==> src/rtl/gpr_pkg.sv <==
// Purpose: constants and carriers for the poll response logic of one bus port
// Assumes: single 10 MHz clock, APB register access, bus lines as plain levels
// Notes: bus lines are active-high inside; open-collector data lines use enables
//
// Overview of operation
// dma status line 0 follows port A service request line, active low.
// dma status line 2 follows port A remote enable or port B srq by switch.
// software polls serially: become controller, address, Listen, then Go To Standby.
// software should wait for pending clear before writing new request status byte.
// writing status byte with request-service sets pending until reporting poll ends.
// srq asserts only after any serial poll in progress finishes.
// addressed talker in poll releases srq on atn release, drives status with dio7.
// atn asserted ending poll clears rqs, request-service and pending together.
// with aux mode b bit one set, eoi accompanies the status byte.
// execute parallel poll sends idy once controller is in waiting or active state; the logic sends it only with ctl_wait_i set.
// parallel poll captures data lines, clears rpp, sets command-out ready.
// captured response stays until a command is sent or controller inactive.
// each participant drives exactly one data line, all others passive.
// response sense follows configuration and individual status; sixteen responses.
// data lines are open collector; true overrides false.
// controller configures remotely with UNL, listen address, PPC then PPE.
// controller disables responses with PPD using the same sequence.
// remote configuration commands are decoded by the device without software.
// software writes unconfigure, sense and line select bits for local configuration.
// with status select zero, set and clear parallel poll commands drive status.
// with status select one, status is srq state with srq asserted.
// parallel poll drive released once idy is no longer true.
package gpr_pkg;
	// register byte offsets
	localparam logic [7:0] ADDR_SERIAL_POLL_MODE_REG  = 8'h00;
	localparam logic [7:0] ADDR_SERIAL_POLL_STATUS_REG  = 8'h04;
	localparam logic [7:0] ADDR_AUXB  = 8'h08;
	localparam logic [7:0] ADDR_PPCFG = 8'h0C;
	localparam logic [7:0] ADDR_AUXC  = 8'h10;
	localparam logic [7:0] ADDR_COMMAND_PASS_THROUGH_REG  = 8'h14;
	localparam logic [7:0] ADDR_STAT  = 8'h18;
	// field positions
	localparam int BIT_RSV    = 6;
	localparam int BIT_SERVICE_REQUEST_PENDING   = 6;
	localparam int BIT_EOI    = 1;
	localparam int BIT_ISS    = 2;
	localparam int BIT_SENSE  = 3;
	localparam int BIT_UNCFG  = 4;
	localparam int BIT_REMOTE = 5;
	// aux commands (written to ADDR_AUXC)
	localparam logic [7:0] AUX_EPP  = 8'h01;
	localparam logic [7:0] AUX_SPP  = 8'h02;
	localparam logic [7:0] AUX_CPP  = 8'h03;
	// bus commands received under atn (remote configuration), then ppcfg reset value and zero read data
	localparam logic [7:0] CMD_PPC  = 8'h05;
	localparam logic [7:0] CMD_PPU  = 8'h15;
	localparam logic [7:0] PPE_MASK = 8'hF0;
	localparam logic [7:0] PPE_CODE = 8'h60;
	localparam logic [7:0] PPD_CODE = 8'h70;
	localparam logic [7:0] PPCFG_RST = 8'h10;
	localparam logic [31:0] RD_ZERO  = 32'h0000_0000;

	typedef struct packed {
		logic       atn;
		logic       idy;
		logic       srq;
		logic       ren;
		logic       cmd_valid;
		logic [7:0] dio;
	} gpr_bus_in_s;

	typedef struct packed {
		logic       srq;
		logic       eoi;
		logic [7:0] dio;
		logic [7:0] dio_oe;
	} gpr_bus_out_s;

	typedef enum logic [1:0] { SP_IDLE, SP_WAIT, SP_ASSERT, SP_TALK } gpr_sp_e;
endpackage

==> src/rtl/gpr_poll.sv <==
// Purpose: serial and parallel poll handling for one bus port plus dma status lines
// Assumes: bus inputs synchronous to clk_sys_i, active high inside
// Notes: apb slave answers with pready in the access cycle, no wait states
`timescale 1ns/1ns
`default_nettype none
module gpr_poll (
	// clock and reset
	input  wire logic                 clk_sys_i,
	input  wire logic                 resetn_i,
	// apb slave
	input  wire logic                 psel_i,
	input  wire logic                 penable_i,
	input  wire logic                 pwrite_i,
	input  wire logic [7:0]           paddr_i,
	input  wire logic [31:0]          pwdata_i,
	output logic      [31:0]          prdata_o,
	output logic                      pready_o,
	output logic                      pslverr_o,
	// controller function state of the port
	input  wire logic                 ctl_active_i,
	input  wire logic                 ctl_wait_i,
	input  wire logic                 cmd_sent_i,
	input  wire logic                 talk_addr_i,
	input  wire logic                 listen_addr_i,
	// ieee-488 bus, this port
	input  wire gpr_pkg::gpr_bus_in_s bus_i,
	output gpr_pkg::gpr_bus_out_s     bus_o,
	// dma status lines, active low
	input  wire logic                 srqb_n_i,
	input  wire logic                 sel_ren_i,
	output logic                      dma_status_line0_n_o,
	output logic                      dma_status_line2_n_o
);
	logic [7:0]        stb_r;
	logic              rsv_r;
	logic              service_request_pending_r;
	logic [7:0]        auxb_r;
	logic [7:0]        ppcfg_r;
	logic [7:0]        command_pass_through_reg_r;
	logic              co_r;
	logic              rpp_r;
	logic              ist_r;
	logic              srq_r;
	logic              eoi_r;
	logic [7:0]        dio_r;
	logic [7:0]        oe_r;
	logic [31:0]       rdata_r;
	logic              ready_r;
	logic              serr_r;
	logic              spas_r;
	logic              atn_q_r;
	gpr_pkg::gpr_sp_e  sp_r;
	logic              wr;
	logic              rd;
	logic              ist;
	logic              rsv_wr;
	logic              poll_end;
	logic              mapped;

	assign wr       = psel_i & penable_i & pwrite_i;
	assign rd       = psel_i & penable_i & ~pwrite_i;
	assign rsv_wr   = wr & (paddr_i == gpr_pkg::ADDR_SERIAL_POLL_MODE_REG) & pwdata_i[gpr_pkg::BIT_RSV];
	assign poll_end = spas_r & bus_i.atn & ~atn_q_r;
	assign mapped   = (paddr_i <= gpr_pkg::ADDR_STAT) & (paddr_i[1:0] == 2'b00);
	// individual status source
	assign ist = auxb_r[gpr_pkg::BIT_ISS] ? (sp_r == gpr_pkg::SP_ASSERT) & srq_r
		: ist_r;

	// dma status lines
	always_ff @(posedge clk_sys_i) begin
		if (!resetn_i) begin
			dma_status_line0_n_o <= 1'b1;
			dma_status_line2_n_o <= 1'b1;
		end else begin
			dma_status_line0_n_o <= ~bus_i.srq;
			dma_status_line2_n_o <= sel_ren_i ? ~bus_i.ren : srqb_n_i;
		end
	end

	// apb access
	always_ff @(posedge clk_sys_i) begin
		if (!resetn_i) begin
			rdata_r <= gpr_pkg::RD_ZERO;
			ready_r <= 1'b0;
			serr_r  <= 1'b0;
		end else begin
			ready_r <= psel_i & ~penable_i;
			serr_r  <= psel_i & ~penable_i & ~mapped;
			rdata_r <= gpr_pkg::RD_ZERO;
			if (psel_i & ~penable_i & ~pwrite_i) begin
				case (paddr_i)
				gpr_pkg::ADDR_SERIAL_POLL_MODE_REG:  rdata_r <= {24'h0, stb_r[7], rsv_r, stb_r[5:0]};
				gpr_pkg::ADDR_SERIAL_POLL_STATUS_REG:  rdata_r <= {24'h0, stb_r[7], service_request_pending_r, stb_r[5:0]};
				gpr_pkg::ADDR_AUXB:  rdata_r <= {24'h0, auxb_r};
				gpr_pkg::ADDR_PPCFG: rdata_r <= {24'h0, ppcfg_r};
				gpr_pkg::ADDR_COMMAND_PASS_THROUGH_REG:  rdata_r <= {24'h0, command_pass_through_reg_r};
				gpr_pkg::ADDR_STAT:  rdata_r <= {24'h0, 4'h0, ist, rpp_r, spas_r, co_r};
				default:             rdata_r <= gpr_pkg::RD_ZERO;
				endcase
			end
		end
	end
	assign prdata_o  = rdata_r;
	assign pready_o  = ready_r;
	assign pslverr_o = serr_r;

	// configuration registers
	always_ff @(posedge clk_sys_i) begin
		if (!resetn_i) begin
			auxb_r  <= 8'h00;
			ppcfg_r <= gpr_pkg::PPCFG_RST;
		end else begin
			if (wr && paddr_i == gpr_pkg::ADDR_AUXB)
				auxb_r <= pwdata_i[7:0];
			if (wr && paddr_i == gpr_pkg::ADDR_PPCFG) begin
				ppcfg_r <= pwdata_i[7:0];
			end else if (bus_i.cmd_valid && bus_i.atn && ppcfg_r[gpr_pkg::BIT_REMOTE]) begin
				// remote configuration decoded by hardware
				if (bus_i.dio == gpr_pkg::CMD_PPU)
					ppcfg_r[gpr_pkg::BIT_UNCFG] <= 1'b1;
				else if (listen_addr_i && (bus_i.dio & gpr_pkg::PPE_MASK) == gpr_pkg::PPE_CODE)
					ppcfg_r[4:0] <= {1'b0, bus_i.dio[3:0]};
				else if (listen_addr_i && (bus_i.dio & gpr_pkg::PPE_MASK) == gpr_pkg::PPD_CODE)
					ppcfg_r[gpr_pkg::BIT_UNCFG] <= 1'b1;
			end
		end
	end

	// serial poll response
	always_ff @(posedge clk_sys_i) begin
		if (!resetn_i) begin
			stb_r   <= 8'h00;
			rsv_r   <= 1'b0;
			service_request_pending_r  <= 1'b0;
			spas_r  <= 1'b0;
			atn_q_r <= 1'b1;
			sp_r    <= gpr_pkg::SP_IDLE;
		end else begin
			atn_q_r <= bus_i.atn;
			if (wr && paddr_i == gpr_pkg::ADDR_SERIAL_POLL_MODE_REG) begin
				stb_r <= pwdata_i[7:0];
				rsv_r <= pwdata_i[gpr_pkg::BIT_RSV];
			end
			if (rsv_wr)
				service_request_pending_r <= 1'b1;
			case (sp_r)
			gpr_pkg::SP_IDLE: if (rsv_wr) sp_r <= gpr_pkg::SP_WAIT;
			gpr_pkg::SP_WAIT: if (!spas_r) sp_r <= gpr_pkg::SP_ASSERT;
			gpr_pkg::SP_ASSERT: begin
				if (talk_addr_i && atn_q_r && !bus_i.atn) begin
					sp_r   <= gpr_pkg::SP_TALK;
					spas_r <= 1'b1;
				end
			end
			gpr_pkg::SP_TALK: begin
				if (poll_end) begin
					// a new request written as the poll ends waits its turn for srq
					sp_r   <= rsv_wr ? gpr_pkg::SP_WAIT : gpr_pkg::SP_IDLE;
					spas_r <= 1'b0;
					rsv_r  <= rsv_wr;
					service_request_pending_r <= rsv_wr;
				end
			end
			default: sp_r <= gpr_pkg::SP_IDLE;
			endcase
		end
	end

	// parallel poll as controller and individual status
	always_ff @(posedge clk_sys_i) begin
		if (!resetn_i) begin
			rpp_r  <= 1'b0;
			co_r   <= 1'b0;
			command_pass_through_reg_r <= 8'h00;
			ist_r  <= 1'b0;
		end else begin
			if (wr && paddr_i == gpr_pkg::ADDR_AUXC) begin
				if (pwdata_i[7:0] == gpr_pkg::AUX_EPP) rpp_r <= 1'b1;
				if (pwdata_i[7:0] == gpr_pkg::AUX_SPP) ist_r <= 1'b1;
				if (pwdata_i[7:0] == gpr_pkg::AUX_CPP) ist_r <= 1'b0;
			end
			if (rpp_r && ctl_wait_i) begin
				command_pass_through_reg_r <= bus_i.dio;
				rpp_r  <= 1'b0;
				co_r   <= 1'b1;
			end else if (cmd_sent_i || !ctl_active_i) begin
				command_pass_through_reg_r <= 8'h00;
				co_r   <= 1'b0;
			end
		end
	end

	// bus drive
	always_ff @(posedge clk_sys_i) begin
		if (!resetn_i) begin
			srq_r <= 1'b0;
			eoi_r <= 1'b0;
			dio_r <= 8'h00;
			oe_r  <= 8'h00;
		end else begin
			srq_r <= (sp_r == gpr_pkg::SP_ASSERT) & ~(talk_addr_i & atn_q_r & ~bus_i.atn);
			eoi_r <= 1'b0;
			dio_r <= 8'h00;
			oe_r  <= 8'h00;
			if (rpp_r && ctl_wait_i) begin
				eoi_r <= 1'b1;
			end else if (sp_r == gpr_pkg::SP_TALK && !bus_i.atn) begin
				dio_r <= {stb_r[7], 1'b1, stb_r[5:0]};
				oe_r  <= 8'hFF;
				eoi_r <= auxb_r[gpr_pkg::BIT_EOI];
			end else if (bus_i.idy && !ppcfg_r[gpr_pkg::BIT_UNCFG]) begin
				// one line only, open collector: drive low-true only when response true
				if (ist == ppcfg_r[gpr_pkg::BIT_SENSE]) begin
					dio_r[ppcfg_r[2:0]] <= 1'b1;
					oe_r[ppcfg_r[2:0]]  <= 1'b1;
				end
			end // idy gone: drive dropped next edge
		end
	end
	assign bus_o.srq    = srq_r;
	assign bus_o.eoi    = eoi_r;
	assign bus_o.dio    = dio_r;
	assign bus_o.dio_oe = oe_r;

	property p_service_request_pending_set;
		@(posedge clk_sys_i) disable iff (!resetn_i) rsv_wr |=> service_request_pending_r;
	endproperty
	a_service_request_pending_set: assert property (p_service_request_pending_set) else $error("pending not set");
	property p_srq_wait;
		@(posedge clk_sys_i) disable iff (!resetn_i) spas_r |-> !srq_r;
	endproperty
	a_srq_wait: assert property (p_srq_wait) else $error("srq during poll");
	property p_end_clr;
		@(posedge clk_sys_i) disable iff (!resetn_i) poll_end && !rsv_wr |=> !service_request_pending_r && !rsv_r;
	endproperty
	a_end_clr: assert property (p_end_clr) else $error("poll end clear missed");
	property p_one_line;
		@(posedge clk_sys_i) disable iff (!resetn_i) sp_r != gpr_pkg::SP_TALK |-> $onehot0(oe_r);
	endproperty
	a_one_line: assert property (p_one_line) else $error("more than one poll line");
	property p_release;
		@(posedge clk_sys_i) disable iff (!resetn_i)
			!bus_i.idy && sp_r != gpr_pkg::SP_TALK |=> oe_r == 8'h00;
	endproperty
	a_release: assert property (p_release) else $error("poll drive held");
	property p_co;
		@(posedge clk_sys_i) disable iff (!resetn_i) rpp_r && ctl_wait_i |=> co_r && command_pass_through_reg_r == $past(bus_i.dio);
	endproperty
	a_co: assert property (p_co) else $error("capture missed");
	property p_line0;
		@(posedge clk_sys_i) disable iff (!resetn_i) bus_i.srq |=> !dma_status_line0_n_o;
	endproperty
	a_line0: assert property (p_line0) else $error("line0 wrong");
	property p_line2;
		@(posedge clk_sys_i) disable iff (!resetn_i) !sel_ren_i |=> dma_status_line2_n_o == $past(srqb_n_i);
	endproperty
	a_line2: assert property (p_line2) else $error("line2 wrong");
endmodule
`default_nettype wire

==> config.mk <==
export PLATFORM = sky130hd
export DESIGN_NAME = gpr_poll
export DESIGN_NICKNAME = d
export VERILOG_FILES = /design/src/rtl/gpr_pkg.sv /design/src/rtl/gpr_poll.sv
export SDC_FILE = /design/constraint.sdc
export NUM_CORES = 1
export LEC_CHECK = 0
export ABC_AREA = 1
export BUFFER_PORTS_ARGS = -buffer_cell sky130_fd_sc_hd__buf_2
export CAP_MARGIN = 20
export CORE_MARGIN = 3
export CORE_UTILIZATION = 50
export DETAILED_ROUTE_END_ITERATION = 10
export PLACE_DENSITY_LB_ADDON = 0.1
export SYNTH_ARGS = -nofsm -noshare
export SYNTH_HDL_FRONTEND = slang
export SYNTH_SLANG_ARGS = --single-unit
==> constraint.sdc <==
create_clock -name clk_sys_i -period 2.1 [get_ports clk_sys_i]
set_input_delay 0.42 -clock clk_sys_i [delete_from_list [all_inputs] [get_ports clk_sys_i]]
set_output_delay 0.42 -clock clk_sys_i [all_outputs]
set_load 0.05 [all_outputs]
# --- Yosys cells after proc, flatten, opt, wreduce, memory -nomap -nowiden ---
# Cells that the tools add are included.
op_classes:
  addsub: 0
  multipliers: 0
  n_div: 0
  n_lt_le_gt_ge: 3
  eq_ne: 21
  n_shift: 0
  muxes: 39
  n_bitwise: 23
  reduce_logical: 35
ops:
  columns: ["cell", "count"]
  rows:
  - ["two-way mux 8 bit", 6]
  - ["one-hot mux 8 bit (6 select lines)", 1]
  - ["equality test 8 x 5 -> 1 bit, second input constant", 4]
  - ["two-way mux 1 bit", 21]
  - ["equality test 8 x 2 -> 1 bit, second input constant", 2]
  - ["equality test 8 x 4 -> 1 bit, second input constant", 2]
  - ["AND 1 bit", 14]
  - ["logical AND 1 bit", 14]
  - ["two-way mux 5 bit", 2]
  - ["inequality test 2 bit, second input constant", 5]
  - ["nonzero test 2 bit", 5]
  - ["NOT 1 bit", 9]
  - ["equality test 4 x 3 -> 1 bit, second input constant", 2]
  - ["equality test 8 x 1 -> 1 bit, second input constant", 1]
  - ["equality test 8 x 3 -> 1 bit, second input constant", 1]
  - ["<= comparator 8 x 5 -> 1 bit, second input constant", 1]
  - ["logical NOT 8 bit", 1]
  - ["two-way mux 2 bit", 4]
  - ["two-way mux 4 bit", 2]
  - ["one-hot mux 2 bit (4 select lines)", 1]
  - ["AND reduction 2 bit", 4]
  - ["AND reduction 3 bit", 2]
  - ["equality test 2 bit, second input constant", 2]
  - ["logical NOT 2 bit", 2]
  - ["11 further kinds", 13]
totals:
  ff_bits: 95
  latch_bits: 0
  ram_bits: 0
  mem_bits_ro: 0
  in_bits: 65
  elab_cells: 144
  memories: 0

# --- Logic depth before layout (Yosys ltp) ---
logic_depth:
  depth_word: 7
  mapped_depth: 9

# --- Worst setup path after synthesis ---
# OpenSTA, ideal clock, no wires.
synth_timing:
  path_type: "register to register"
  from: "register sp_r[0]"
  to: "register dio_r[1]"
  t_arrival_ns: 1.404
  t_required_ns: 2.036
  setup_slack_ns: 0.632
  path_stages_with_launch: 10
  n_path_buf: 0
  synth_period_minus_slack_ns: 1.468
  path_cell_list: "dfxtp_1 inv_1 ha_1 nand3_1 o21ai_2 xnor2_2 nand3_1 nand2_1 nand2_1 nor2_1"
synth_via:
  elab_chain_cells: 7
  elab_cells_between_ends: 9
  cone_classes: "eq/ne: 3; mux: 4; bitwise: 1; reduce/logical: 1"
synth_rtl:
  columns: ["element", "line", "text"]
  rows:
  - ["start, declared", "gpr_poll.sv:52", "gpr_pkg::gpr_sp_e sp_r;"]
  - ["start signal, assigned", "gpr_poll.sv:137", "sp_r <= gpr_pkg::SP_IDLE;"]
  - ["start signal, assigned", "gpr_poll.sv:147", "gpr_pkg::SP_IDLE: if (rsv_wr) sp_r <= gpr_pkg::SP_WAIT;"]
  - ["start signal, assigned", "gpr_poll.sv:148", "gpr_pkg::SP_WAIT: if (!spas_r) sp_r <= gpr_pkg::SP_ASSERT;"]
  - ["equality test 2 bit", "gpr_poll.sv:66", "assign ist = auxb_r[gpr_pkg::BIT_ISS] ? (sp_r == gpr_pkg::SP_ASSERT) & srq_r"]
  - ["AND 1 bit", "gpr_poll.sv:66", null]
  - ["two-way mux 1 bit", "gpr_poll.sv:66", null]
  - ["equality test 1 bit", "gpr_poll.sv:213", "if (ist == ppcfg_r[gpr_pkg::BIT_SENSE]) begin"]
  - ["two-way mux 8 bit", "gpr_poll.sv:213", null]
  - ["two-way mux 8 bit", "gpr_poll.sv:211", "end else if (bus_i.idy && !ppcfg_r[gpr_pkg::BIT_UNCFG]) begin"]
  - ["two-way mux 8 bit (*)", "gpr_poll.sv:207", "end else if (sp_r == gpr_pkg::SP_TALK && !bus_i.atn) begin"]
  - ["end signal, assigned", "gpr_poll.sv:208", "dio_r <= {stb_r[7], 1'b1, stb_r[5:0]};"]
  - ["end, declared", "gpr_poll.sv:45", "logic [7:0] dio_r;"]
# Mark *: on every way between the ends. The rest lies on a longest branch, timed or not.
# A chain may end at the register's enable or synchronous reset.

# --- Worst setup path in the final report ---
layout_timing:
  from: "register sp_r[0]"
  to: "register dio_r[7]"
# The elaborated chain is that of the path after synthesis.

==> results.md <==
- WL per Instance: between 10 and 15 µm
- Share of synthesized area occupied by flip-flops and latches: 41.0%
- TritonCTS Buffers: 9
- Count of flip-flops with a built-in enable after synthesis: 0
- Via count of the first global-routing pass: between 2000 and 3000
- Post-Syn Area: between 3000 and 4000 µm²
- Initial antenna violation count: 0
- Detailed-route DRC error count: 0
- Routed wire length: ~8.0 mm
- Die X-Extent: roughly 88 µm
- Post-synthesis sequential element count: 69
- Cell family contributing the most delay on the critical path: simple AND/OR/NAND/NOR gates
- Die area: 7750 µm²
- Via density: between 5 and 6
- Pwr/cell area: between 600 and 700 nW/µm²
- Count of unique library cells instantiated by Yosys: 34
- Buf/Inv on CP: 1
- # H-tree levels: 3
- Biggest cell delay along the critical path: ~0.40 ns
- Final Instance Count excl. Fillers: 609
- CTS tree: yes
- Final setup viols: 0
- Pins over their slew limit: 0
- Top cells by area, synth: dfxtp_1 41%, nand2_1 9.6%, a21oi_1 7.1%
- Data required time at the worst endpoint: around 2.4 ns
- Number of nets with antenna violations after routing: 0
- Worst-path cell chain: inv_1 > ha_1 > nand3_1 > o21ai_2 > xnor2_2 > nand3_1 > nand2_1 > nand2_1 > nor2_1
- Worst Setup End Kind: flip-flop
- Total routing resource utilization after global routing: a little over a fifth
- Initial cell density of the core: between 50% and 60%
- IO Port Bufs: 70
- Post-route cell area: between 3000 and 4000 µm²
- Count of final hold-check violations: 0
- Clock edge transition at the registers on the reported setup and hold paths: 0.08 ns
- Worst slew margin relative to its limit: between 60% and 70%
- Site Rows: 29
- Hold/Removal Path Class: in2reg
- Die height: 88.0 µm
- Share of cells above drive strength 1: around 22%
- Clock network latency to the later pin of the worst-skew pair: about 0.35 ns
- Peak VDD IR: roughly 330 µV
- Cell type with the largest total area after synthesis: dfxtp_1
- Data arrival time of the worst path: approximately 2.0 ns
- Area of the multi-input gates: roughly 1600 µm²
- CTS Root Buffer Type: clkbuf_8
- Post-Route Setup TNS: 0 ns
- Cells after synthesis: 458
- Dominant synthesized flop cell: dfxtp_1
- Worst-path cell with the longest stage delay: dfxtp_1
- Final weighted congestion of routability-driven global placement: 0.859
- Total power of the final layout: around 2.6 mW
- Post-CTS Setup Repair Bufs: 0
- Leak pwr: 1.85 nW
- Number of vias after detailed routing: between 3000 and 4000
- Cell Area, Placed: approximately 3700 µm²
- Area share of the largest cell type after synthesis: roughly two fifths
- Setup repair after global routing missed its margin: false
- Sequential standard cell area: about 1400 µm²
- Top cells by count, synth: 86 x nand2_1, 69 x dfxtp_1, 48 x a21oi_1
- Hold buffer count at cts: 0
- Top Ports: roughly 120
- Core Area: between 6000 and 7000 µm²
- Largest clock skew in the final design: roughly 0.0076 ns
- First-pass GRT wire length: ~13 mm
- Avg Synthesized Cell Area: 7.35 µm²
- Number of search-and-repair iterations in the first detailed-routing pass: 5
- Ant diodes: 0
- Biggest fanout along the worst timing path: 8
- Largest net degree at the start of global routing: 27
- Clock Tree Buf Depth: 2
- Post-detailed-placement half-perimeter wirelength: roughly 6.2 mm
- Dominant cell by count in the synthesized netlist: nand2_1
- Worst-margin pin slew: roughly 0.56 ns
- Final worst path period share: 82.3%
- Yosys warning total: 0
- Cells resized by post-CTS repair: 0
- CP Launch Type: flip-flop
- Number of sinks on the clock net: 69
- Worst hold slack: 0.215 ns
- Category of the critical setup timing path: reg2reg
- Minimum clock period after layout: ~1.7 ns
- Max Clock Freq: 578 MHz
- Async S/R FF share, synth: 0%
- Layout fillers: 606
- Total overflow reported by the global router: 0
- Run status: complete, no violations
- Total instance count after detailed placement: approximately 590
- Layout overhead on the synthesized area: 14.1%
- Count of maximum capacitance violations: 0
- Post-layout net count: 597
- Number of DRC violations after detailed-routing iteration 0: between 150 and 200
## worst paths after layout
kind,startpoint,to,slack (ns),cells past startpoint
setup / recovery,sp_r[0],dio_r[7],0.37,9
hold / removal,bus_i[10],dma_status_line0_n_o,0.22,2
setup reg to reg,sp_r[0],dio_r[7],0.37,9
hold reg to reg,service_request_pending_r,service_request_pending_r,0.46,2
## layer usage
| metal | part of all wire (%) | wire length, µm | vias to the layer above | track usage [%] |
|---|---|---|---|---|
| met5 | 0 | 0 | - | 0 |
| li1 | - | - | 1584 | - |
| met1 | 46 | 3720 | 1390 | 29.1 |
| met4 | 1.7 | 134 | 0 | 7.14 |
| met3 | 7.8 | 625 | 13 | 5.08 |
| met2 | 44 | 3520 | 127 | 33.6 |
## per-stage QoR
stage / setup slack (ns) / utilization, %
after floorplan: 0.632 / -
after global placement: 0.315 / 56.9
after detailed placement: 0.278 / 56.9
after CTS: 0.360 / 59.8
after global routing: 0.0932 / 59.8
final: 0.371 / 59.8
## placed cells by master, fill, tap and decap left out, types with 2 or more instances in the layout
master,instances
a21oi_1,48
a21oi_2,2
buf_2,70
buf_4,3
clkbuf_8,10
clkinv_1,2
clkinv_4,3
conb_1,24
dfxtp_1,69
ha_1,5
inv_1,47
inv_2,5
nand2_1,86
nand2_2,4
nand3_1,36
nand3_2,5
nand4_1,14
nor2_1,43
nor2_4,6
nor3_1,3
o21ai_0,26
o21ai_1,4
o21ai_2,5
## registers in the layout, summed over array words and instances (netlist names), 2 cells and up
signal / flops
auxb_r: 8
command_pass_through_reg_r: 8
dio_r: 8
oe_r: 7
ppcfg_r: 8
prdata_o: 8
sp_r: 2
stb_r: 7
## cell type report
class	instances	share of cell area [%]
multi-input combinational	320	41.7
clock buffer	10	3.58
tap	77	2.51
sequential	69	36.0
clock inverter	6	1.24
inverter	54	5.28
timing repair buffer	73	9.71
## worst register-to-register path, stage by stage, from the launching register on
cell and delay, ns:
dfxtp_1 0.40, inv_1 0.10, ha_1 0.26, nand3_1 0.11
o21ai_2 0.10, xnor2_2 0.30, nand3_1 0.14, nand2_1 0.09
nand2_1 0.09, nor2_1 0.08
## cell families (layout without fill, tap and decap cells)
kind of cell	count (synthesis)	in the layout	synth area share [%]
xor+xnor	2	2	0.744
fa+ha+maj	5	5	1.86
simple gates	200	200	28.1
compound gates	89	89	14.2
other cells	1	24	0.111
buf+inv	92	143	13.9
flops	69	69	41.0
## report_power, final
group	internal, mW	switching (mW)
combinational	0.0511	0.201
sequential	1.31	0.00204
clock	0.468	0.539
Power figures use the tool's default switching activity.
